[src/logic/reset_seq_consts.vh]
// Constants of the system reset sequencer: offsets, fields, resets and timing
// What this block does
// - Power-on, watchdog, low-voltage, external pin cause reset
// - External pin honoured only when enabled
// - Reset halts core, inits registers, clears counter
// - Execution starts at program address zero
// - Cause in bits 7:6: 00,01,10,11 coding
// - Cause bits stay readable after reset
// - Power-on waits for stable supply first
// - Enabled pin held low keeps device reset
// - Wait oscillator warm-up before running
// - Watchdog reset skips the power-up wait
// - Watchdog reset restarts in normal mode
// - Warm-up longer for crystal than RC
// - External reset pin is active low
// - Low-voltage reset clears both voltage flags
`ifndef RESET_SEQ_CONSTS_VH
`define RESET_SEQ_CONSTS_VH

// Flag register index 0x86 is not word aligned; its byte address is four times it
`define FLAG_INDEX         8'h86
`define ADDR_FLAG          10'h218
`define ADDR_CTRL          10'h000
`define ADDR_STATUS        10'h004
`define ADDR_MASK          10'h008
`define ADDR_CORE          10'h00C

// Flag register fields
`define FLAG_CAUSE_HI      7
`define FLAG_CAUSE_LO      6
`define FLAG_LV_HIGH       5
`define FLAG_LV_MID        4
`define FLAG_WR_MASK       8'hC7

// Reset cause codes
`define CAUSE_WDT          2'h0
`define CAUSE_RSVD         2'h1
`define CAUSE_POWER        2'h2
`define CAUSE_PIN          2'h3

// Control register fields and reset value
`define CTRL_PIN_EN        0
`define CTRL_XTAL          1
`define CTRL_RESET         8'h00

// Event status bits
`define EV_POWER           0
`define EV_WDT             1
`define EV_LVD             2
`define EV_PIN             3

// Timing in nanoseconds and derived cycles at 5 ns clock
`define CLK_PERIOD_NS      5
`define T_POWER_NS         1000
`define T_RC_NS            500
`define T_XTAL_NS          20000
`define CYC_POWER          (`T_POWER_NS / `CLK_PERIOD_NS)
`define CYC_RC             (`T_RC_NS / `CLK_PERIOD_NS)
`define CYC_XTAL           (`T_XTAL_NS / `CLK_PERIOD_NS)

`endif

[src/logic/system_reset_sequencer.v]
// System reset sequencer with AXI4-Lite register slave
//
// Register access over AXI4-Lite was decided locally.
`include "reset_seq_consts.vh"

module system_reset_sequencer #(
    parameter TW         = 16,
    parameter CYC_POWER  = `CYC_POWER,
    parameter CYC_RC     = `CYC_RC,
    parameter CYC_XTAL   = `CYC_XTAL
) (
    input  wire        I_CLOCK,
    input  wire        I_RST_N,
    input  wire        I_WDT_OVERFLOW,
    input  wire        I_LVD_RESET,
    input  wire        I_LVD_MID,
    input  wire        I_LVD_HIGH,
    input  wire        I_RESET_PIN_N,
    input  wire        I_OSC_READY,
    output reg         O_CORE_RESET,
    output reg         O_CORE_RUN,
    output reg         O_PC_CLEAR,
    output reg         O_LOW_POWER_EXIT,
    output reg         O_IRQ,
    input  wire [9:0]  I_AWADDR,
    input  wire        I_AWVALID,
    output reg         O_AWREADY,
    input  wire [31:0] I_WDATA,
    input  wire [3:0]  I_WSTRB,
    input  wire        I_WVALID,
    output reg         O_WREADY,
    output reg  [1:0]  O_BRESP,
    output reg         O_BVALID,
    input  wire        I_BREADY,
    input  wire [9:0]  I_ARADDR,
    input  wire        I_ARVALID,
    output reg         O_ARREADY,
    output reg  [31:0] O_RDATA,
    output reg  [1:0]  O_RRESP,
    output reg         O_RVALID,
    input  wire        I_RREADY
);
    localparam [2:0] ST_POWER = 3'h0;
    localparam [2:0] ST_PIN   = 3'h1;
    localparam [2:0] ST_INIT  = 3'h2;
    localparam [2:0] ST_WARM  = 3'h3;
    localparam [2:0] ST_OSC   = 3'h4;
    localparam [2:0] ST_RUN   = 3'h5;

    wire         wdt;
    wire         low_voltage_detector;
    wire         pin_n;
    wire         lv_mid;
    wire         lv_high;
    wire         osc_ok;
    wire         t_done;
    reg  [2:0]   state;
    reg  [2:0]   next_state;
    reg          t_load;
    reg  [TW-1:0] t_count;
    reg  [7:0]   flag;
    reg  [7:0]   ctrl;
    reg  [3:0]   status;
    reg  [3:0]   mask;
    reg  [3:0]   ev;
    reg  [1:0]   next_cause;
    reg          cause_load;
    reg          aw_held;
    reg          w_held;
    reg  [9:0]   aw_addr;
    reg  [31:0]  w_data;
    reg  [3:0]   w_strb;
    wire         status_rd;
    reg          boot;
    wire         do_write;

    pin_sync #(.RESET_VAL(1'b0)) u_wdt (.i_clk(I_CLOCK), .i_rst_n(I_RST_N),
        .i_async(I_WDT_OVERFLOW), .o_level(wdt));
    pin_sync #(.RESET_VAL(1'b0)) u_lvd (.i_clk(I_CLOCK), .i_rst_n(I_RST_N),
        .i_async(I_LVD_RESET), .o_level(low_voltage_detector));
    // Pin starts low; a power-on never acts on it, as ST_POWER skips the pin and CTRL_RESET clears the pin enable
    pin_sync #(.RESET_VAL(1'b0)) u_pin (.i_clk(I_CLOCK), .i_rst_n(I_RST_N),
        .i_async(I_RESET_PIN_N), .o_level(pin_n));
    pin_sync #(.RESET_VAL(1'b0)) u_lvm (.i_clk(I_CLOCK), .i_rst_n(I_RST_N),
        .i_async(I_LVD_MID), .o_level(lv_mid));
    pin_sync #(.RESET_VAL(1'b0)) u_lvh (.i_clk(I_CLOCK), .i_rst_n(I_RST_N),
        .i_async(I_LVD_HIGH), .o_level(lv_high));
    pin_sync #(.RESET_VAL(1'b0)) u_osc (.i_clk(I_CLOCK), .i_rst_n(I_RST_N),
        .i_async(I_OSC_READY), .o_level(osc_ok));

    wait_timer #(.WIDTH(TW)) u_timer (.i_clk(I_CLOCK), .i_rst_n(I_RST_N),
        .i_load(t_load), .i_count(t_count), .o_done(t_done));

    // Source priority and sequence steps
    always @* begin
        next_state = state;
        t_load     = 1'b0;
        t_count    = {TW{1'b0}};
        cause_load = 1'b0;
        next_cause = `CAUSE_WDT;
        ev         = 4'h0;
        if (low_voltage_detector) begin
            next_state = ST_POWER;
            t_load     = 1'b1;
            t_count    = CYC_POWER[TW-1:0];
            cause_load = 1'b1;
            next_cause = `CAUSE_POWER;
            ev[`EV_LVD] = (state == ST_RUN);
        end else if (ctrl[`CTRL_PIN_EN] && !pin_n && state != ST_POWER) begin
            next_state = ST_PIN;
            if (state == ST_RUN) begin
                cause_load  = 1'b1;
                next_cause  = `CAUSE_PIN;
                ev[`EV_PIN] = 1'b1;
            end
        end else if (wdt && state == ST_RUN) begin
            next_state  = ST_INIT;
            cause_load  = 1'b1;
            next_cause  = `CAUSE_WDT;
            ev[`EV_WDT] = 1'b1;
        end else begin
            case (state)
                ST_POWER: begin
                    // Timer is empty after power-on, so arm the supply wait once
                    if (boot) begin
                        t_load  = 1'b1;
                        t_count = CYC_POWER[TW-1:0];
                    end else if (t_done) begin
                        next_state = ST_PIN;
                    end
                end
                ST_PIN: begin
                    if (!ctrl[`CTRL_PIN_EN] || pin_n) begin
                        next_state = ST_INIT;
                    end
                end
                ST_INIT: begin
                    next_state = ST_WARM;
                    t_load     = 1'b1;
                    t_count    = ctrl[`CTRL_XTAL] ? CYC_XTAL[TW-1:0] : CYC_RC[TW-1:0];
                end
                ST_WARM: begin
                    if (t_done) begin
                        next_state = ST_OSC;
                    end
                end
                ST_OSC: begin
                    if (osc_ok) begin
                        next_state = ST_RUN;
                    end
                end
                ST_RUN: begin
                    next_state = ST_RUN;
                end
                default: begin
                    next_state = ST_POWER;
                end
            endcase
        end
    end

    // Sequencer state and core controls
    always @(posedge I_CLOCK or negedge I_RST_N) begin
        if (!I_RST_N) begin
            state            <= ST_POWER;
            boot             <= 1'b1;
            O_CORE_RESET     <= 1'b1;
            O_CORE_RUN       <= 1'b0;
            O_PC_CLEAR       <= 1'b1;
            O_LOW_POWER_EXIT <= 1'b0;
        end else begin
            state <= next_state;
            boot  <= 1'b0;
            O_CORE_RESET <= (next_state != ST_RUN);
            O_CORE_RUN   <= (next_state == ST_RUN);
            O_PC_CLEAR   <= (next_state != ST_RUN);
            O_LOW_POWER_EXIT <= (next_state != ST_RUN);
        end
    end

    assign do_write = aw_held && w_held && !O_BVALID;

    // Clear at the address edge, so an event landing on that edge survives
    assign status_rd = I_ARVALID && O_ARREADY && (I_ARADDR == `ADDR_STATUS);

    // Flag register, control, mask
    always @(posedge I_CLOCK or negedge I_RST_N) begin
        if (!I_RST_N) begin
            flag <= {`CAUSE_POWER, 6'h00};
            ctrl <= `CTRL_RESET;
            mask <= 4'h0;
        end else begin
            // Live voltage flags, only while running
            flag[`FLAG_LV_MID]  <= lv_mid && state == ST_RUN;
            flag[`FLAG_LV_HIGH] <= lv_high && state == ST_RUN;
            if (do_write && w_strb[0]) begin
                if (aw_addr == `ADDR_FLAG) begin
                    flag[2:0] <= w_data[2:0];
                    flag[7:6] <= w_data[7:6];
                end
                if (aw_addr == `ADDR_CTRL) begin
                    ctrl <= w_data[7:0];
                end
                if (aw_addr == `ADDR_MASK) begin
                    mask <= w_data[3:0];
                end
            end
            if (cause_load) begin
                flag[7:6] <= next_cause;
            end
            if (state == ST_INIT) begin
                flag[2:0] <= 3'h0;
            end
            if (low_voltage_detector) begin
                flag[`FLAG_LV_MID]  <= 1'b0;
                flag[`FLAG_LV_HIGH] <= 1'b0;
            end
        end
    end

    // Sticky events; set wins over read clear
    always @(posedge I_CLOCK or negedge I_RST_N) begin
        if (!I_RST_N) begin
            status <= 4'h0;
            O_IRQ  <= 1'b0;
        end else begin
            status <= (status & {4{~status_rd}}) | ev |
                      {3'h0, state == ST_POWER && next_state == ST_PIN};
            O_IRQ  <= |(status & mask);
        end
    end

    // AXI4-Lite write: address and data taken in either order
    always @(posedge I_CLOCK or negedge I_RST_N) begin
        if (!I_RST_N) begin
            aw_held   <= 1'b0;
            w_held    <= 1'b0;
            aw_addr   <= 10'h000;
            w_data    <= 32'h00000000;
            w_strb    <= 4'h0;
            O_AWREADY <= 1'b0;
            O_WREADY  <= 1'b0;
            O_BVALID  <= 1'b0;
            O_BRESP   <= 2'h0;
        end else begin
            O_AWREADY <= !aw_held && !O_AWREADY && !O_BVALID;
            O_WREADY  <= !w_held && !O_WREADY && !O_BVALID;
            if (I_AWVALID && O_AWREADY) begin
                aw_held <= 1'b1;
                aw_addr <= I_AWADDR;
            end
            if (I_WVALID && O_WREADY) begin
                w_held <= 1'b1;
                w_data <= I_WDATA;
                w_strb <= I_WSTRB;
            end
            if (do_write) begin
                aw_held  <= 1'b0;
                w_held   <= 1'b0;
                O_BVALID <= 1'b1;
                O_BRESP  <= (aw_addr == `ADDR_FLAG || aw_addr == `ADDR_CTRL ||
                             aw_addr == `ADDR_MASK || aw_addr == `ADDR_STATUS ||
                             aw_addr == `ADDR_CORE) ? 2'h0 : 2'h2;
            end else if (O_BVALID && I_BREADY) begin
                O_BVALID <= 1'b0;
            end
        end
    end

    // AXI4-Lite read; status read clears sticky bits
    always @(posedge I_CLOCK or negedge I_RST_N) begin
        if (!I_RST_N) begin
            O_ARREADY <= 1'b0;
            O_RVALID  <= 1'b0;
            O_RDATA   <= 32'h00000000;
            O_RRESP   <= 2'h0;
        end else begin
            O_ARREADY <= !O_ARREADY && !O_RVALID;
            if (I_ARVALID && O_ARREADY) begin
                O_RVALID <= 1'b1;
                O_RRESP  <= 2'h0;
                case (I_ARADDR)
                    `ADDR_FLAG:   O_RDATA <= {24'h000000, flag[7:4], 1'b0, flag[2:0]};
                    `ADDR_CTRL:   O_RDATA <= {24'h000000, ctrl};
                    `ADDR_MASK:   O_RDATA <= {28'h0000000, mask};
                    `ADDR_CORE:   O_RDATA <= {29'h0, state};
                    `ADDR_STATUS: O_RDATA <= {28'h0000000, status};
                    default: begin
                        O_RDATA <= 32'h00000000;
                        O_RRESP <= 2'h2;
                    end
                endcase
            end else if (O_RVALID && I_RREADY) begin
                O_RVALID <= 1'b0;
            end
        end
    end
endmodule // system_reset_sequencer

[src/logic/pin_sync.v]
// Three-stage synchroniser; level changes once stages two and three agree
module pin_sync #(
    parameter RESET_VAL = 1'b0
) (
    input  wire i_clk,
    input  wire i_rst_n,
    input  wire i_async,
    output reg  o_level
);
    reg s1;
    reg s2;
    reg s3;

    // Stage one only feeds stage two
    always @(posedge i_clk or negedge i_rst_n) begin
        if (!i_rst_n) begin
            s1      <= RESET_VAL;
            s2      <= RESET_VAL;
            s3      <= RESET_VAL;
            o_level <= RESET_VAL;
        end else begin
            s1 <= i_async;
            s2 <= s1;
            s3 <= s2;
            if (s2 == s3) begin
                o_level <= s3;
            end
        end
    end
endmodule // pin_sync

[src/logic/wait_timer.v]
// Loadable down counter, done flag when it reaches zero
module wait_timer #(
    parameter WIDTH = 16
) (
    input  wire             i_clk,
    input  wire             i_rst_n,
    input  wire             i_load,
    input  wire [WIDTH-1:0] i_count,
    output wire             o_done
);
    reg [WIDTH-1:0] count;

    // Load wins over counting
    always @(posedge i_clk or negedge i_rst_n) begin
        if (!i_rst_n) begin
            count <= {WIDTH{1'b0}};
        end else if (i_load) begin
            count <= i_count;
        end else if (count != {WIDTH{1'b0}}) begin
            count <= count - {{(WIDTH-1){1'b0}}, 1'b1};
        end
    end

    assign o_done = (count == {WIDTH{1'b0}}) && !i_load;
endmodule // wait_timer

[config.mk]
export PLATFORM = sky130hd
export DESIGN_NAME = system_reset_sequencer
export DESIGN_NICKNAME = d
export VERILOG_FILES = /design/src/logic/system_reset_sequencer.v /design/src/logic/pin_sync.v /design/src/logic/wait_timer.v
export VERILOG_INCLUDE_DIRS = /design/src /design/src/logic
export SDC_FILE = /design/constraint.sdc
export NUM_CORES = 1
export LEC_CHECK = 0
export BUFFER_PORTS_ARGS = -buffer_cell sky130_fd_sc_hd__buf_2
export CORE_ASPECT_RATIO = 0.7
export CORE_MARGIN = 2
export CORE_UTILIZATION = 48
export DETAILED_ROUTE_END_ITERATION = 8
export PLACE_DENSITY = 0.83
export SETUP_SLACK_MARGIN = 0.05
export SYNTH_ARGS = -nofsm -noshare
export SYNTH_HDL_FRONTEND = slang
export SYNTH_SLANG_ARGS = --single-unit
[constraint.sdc]
create_clock -name I_CLOCK -period 2.2 [get_ports I_CLOCK]
set_input_delay 0 -clock I_CLOCK [delete_from_list [all_inputs] [get_ports I_CLOCK]]
set_output_delay 0 -clock I_CLOCK [all_outputs]
set_load 0.005 [all_outputs]
==> results.py <==
metrics = {
    "hold_path": {
        "hp-class": "in -> reg",
    },
    "global_routing": {
        "grt_pass1_wl_mm": 15.9,
        "grt_max_degree": 47,
        "grt_pass1_vias": 3337,
        "antenna_found_initial": 0,
        "grt_overflow": 0,
        "grt_usage_pct": 19.5,
    },
    "yosys": {
        "yosysWarnings": 0,
        "synth_edf_count": 0,
        "synth_most_common_cell": "dfrtp_1",
        "synthesis.area_mm2": 0.00471,
        "yosys.area.top_type": "dfrtp_1",
        "synth_seq_cells": 107,
        "synthDistinctLibCells": 54,
        "synthTopCellsByArea": "dfrtp_1 55%, mux2_2 7.4%, buf_4 4.3%",
        "syn_area_per_cell_um2": 11.8,
        "synth-seq-area-share_pct": 56.9,
        "synth_top_cell_area_share_pct": 55.2,
        "syn_inst": 398,
        "synthArstFlopShare_pct": 100,
        "synthFlopType": "dfrtp_1",
        "synth_commonest_cells": "104 x dfrtp_1, 31 x mux2_2, 29 x nor2_1",
    },
    "place": {
        "gp_congestion": 0.896,
        "port_buffers": 61,
        "dpl_cell_area_mm2": 0.00518,
        "dpl.cell_count": 590,
        "dp_hpwl_mm": 6.99,
    },
    "timing": {
        "setup_viol": 0,
        "rsz0062_at_grt": "true",
        "finalHoldViolCount": 0,
        "clock.fmax_mhz": 475,
        "finalCritPeriodShare_pct": 95.7,
        "drv_slew": 0,
        "min_period_ns": 2.11,
        "worst_pin_slew_ns": 0.584,
        "final.setup.tns_ns": 0,
        "slew_headroom_pct": 61.0,
        "clock_skew_ns": 0.00578,
    },
    "clock_tree": {
        "cts_root_buffer": "clkbuf_16",
        "clockBufferDepth": 2,
        "htree_levels": 3,
        "cts_tree": "built",
        "clock_latency_ns": 0.35,
        "clk_pin_slew_ns": 0.07,
        "clock-sinks": 107,
        "numCtsBuffers": 9,
    },
    "detailed_routing": {
        "drc_errors": 0,
        "avgViaCountPerCell": 5.37,
        "wl_per_cell_um": 15.5,
        "drt_iter0_markers": 218,
        "routed-via-count": 3422,
        "finalWirelength_mm": 9.84,
        "first_pass_iters": 5,
        "ant_nets": 0,
    },
    "cells_and_area": {
        "fillers": 747,
        "multiInputGateArea_mm2": 0.00190,
        "drive_above_1_share_pct": 27.1,
        "antennaDiodeCount": 0,
        "register_area_mm2": 0.00268,
        "fin_nets": 575,
        "area_growth_pct": 24.3,
        "postLayoutCellArea_mm2": 0.00586,
        "fin_cells": 637,
    },
    "critical_path": {
        "critPathLaunchType": "flop",
        "crit_arrival_ns": 2.34,
        "cp-end-kind": "flop",
        "crit_required_ns": 2.44,
        "r2r_slack_ns": 0.09,
        "crit_path_max_fanout": 4,
        "critPathKind": "reg -> reg",
    },
    "floorplan": {
        "io_pins": 115,
        "die_h_um": 86.9,
        "die_w_um": 122,
        "num_rows": 30,
        "core_area_mm2": 0.00961,
        "start_util_pct": 49.0,
        "dieArea_mm2": 0.0106,
    },
    "power": {
        "ir_drop_v": 0.000489,
        "power.total_mw": 5.53,
        "powerDensity_mw_per_mm2": 944,
        "p_leak_nw": 2.71,
    },
    "outcome": {
        "status": "finished clean",
    },
    "flow_run": {
        "drv_cap": 0,
    },
}
## cell usage in the layout (no fill, tap or decap), drive strengths merged, types with 4 or more instances in the layout
cell type / synthesis / routed
nand3: 5 / 5
mux2i: 9 / 9
mux2: 31 / 31
clkbuf: 11 / 14
nor2b: 6 / 6
a31oi: 8 / 8
xnor2: 7 / 7
a22oi: 5 / 5
inv: 7 / 7
conb: 1 / 27
maj3: 6 / 6
dlygate4sd3: 0 / 30
nand2b: 5 / 5
nor2: 29 / 29
and4: 5 / 5
a21oi: 7 / 7
o31ai: 6 / 6
and3: 9 / 9
o21ai: 16 / 16
nor3: 16 / 16
buf: 30 / 80
nor4: 4 / 4
dfrtp: 104 / 104
nand2: 21 / 21
xor2: 6 / 6
## worst paths after layout
check	start	endpoint	depth (start not counted)
worst max-delay path	aw_addr[5]$_DFFE_PN0P_	mask[1]$_DFFE_PN0P_	5
worst min-delay path	I_ARVALID	O_RRESP[1]$_DFFE_PN0P_	3
worst max register to register	aw_addr[5]$_DFFE_PN0P_	mask[1]$_DFFE_PN0P_	5
worst min register to register	u_osc.s1$_DFF_PN0_	u_osc.s2$_DFF_PN0_	0
max in group asynchronous	I_RST_N	O_PC_CLEAR$_DFF_PN1_	3
min in group asynchronous	I_RST_N	u_lvd.s1$_DFF_PN0_	2
## through the flow
stage	setup WS [ns]	utilization, %	hold slack [ns]
6_report	0.0937	61.0	0.0897
5_1_grt	0.00138	61.0	0.124
4_1_cts	0.0536	60.4	0.0754
3_5_place_dp	0.00345	53.9	0.0484
3_3_place_gp	0.0889	53.9	0.0319
2_1_floorplan	0.152	-	-0.296
## worst max-delay path, cell delays in order, from the launching register on
cell and delay (ns):
dfrtp_1 0.38, or4_4 0.54, nor3_4 0.20, nand4_4 0.16
nor3b_4 0.38, mux2_4 0.34
## final cells by class
class                      instances  share of cell area [%]
sequential                       107                    45.8
multi-input combinational        269                    32.5
timing repair buffer             110                    13.2
clock buffer                      14                    4.33
tap                              128                    2.73
clock inverter                     2                    1.02
inverter                           7                   0.448
## kinds of logic (layout without fill, tap and decap cells)
family          count (synthesis)  after routing  share of synthesized area (%)
simple gates                  117            117                           14.3
flops                         107            107                           56.9
compound gates                 64             64                           9.19
buf+inv                        48            133                           6.05
mux                            40             40                           9.32
xor+xnor                       13             13                           2.42
fa+ha+maj                       8              8                           1.81
other cells                     1             27                         0.0796
## per-layer routing
metal  share of wire, %  GRT usage, %
met5                  0             0
met4                1.1          6.48
met3                7.8          6.28
met1                 45          26.7
met2                 46          29.6
## where the power goes
| group | switching (mW) | internal [mW] |
|---|---|---|
| registers | 0.348 | 2.31 |
| clock network | 0.668 | 1.03 |
| logic | 0.570 | 0.605 |
| total | 1.59 | 3.95 |
## sequential cells by signal, summed over array words and instances (netlist names), 3 cells and up
name	flops
ctrl	8
mask	4
O_RDATA	8
status	4
flag	7
u_timer.count	16
w_data	8
aw_addr	10
state	3
## timing repair
action,4_1_cts,5_1_grt
hold endpoints to repair,72,0
setup endpoints to repair,5,15
setup buffers,0,1
hold buffers,30,0
gates resized for setup,2,10
pin swaps,1,1
Note: power is estimated with default switching activity, not from simulation.
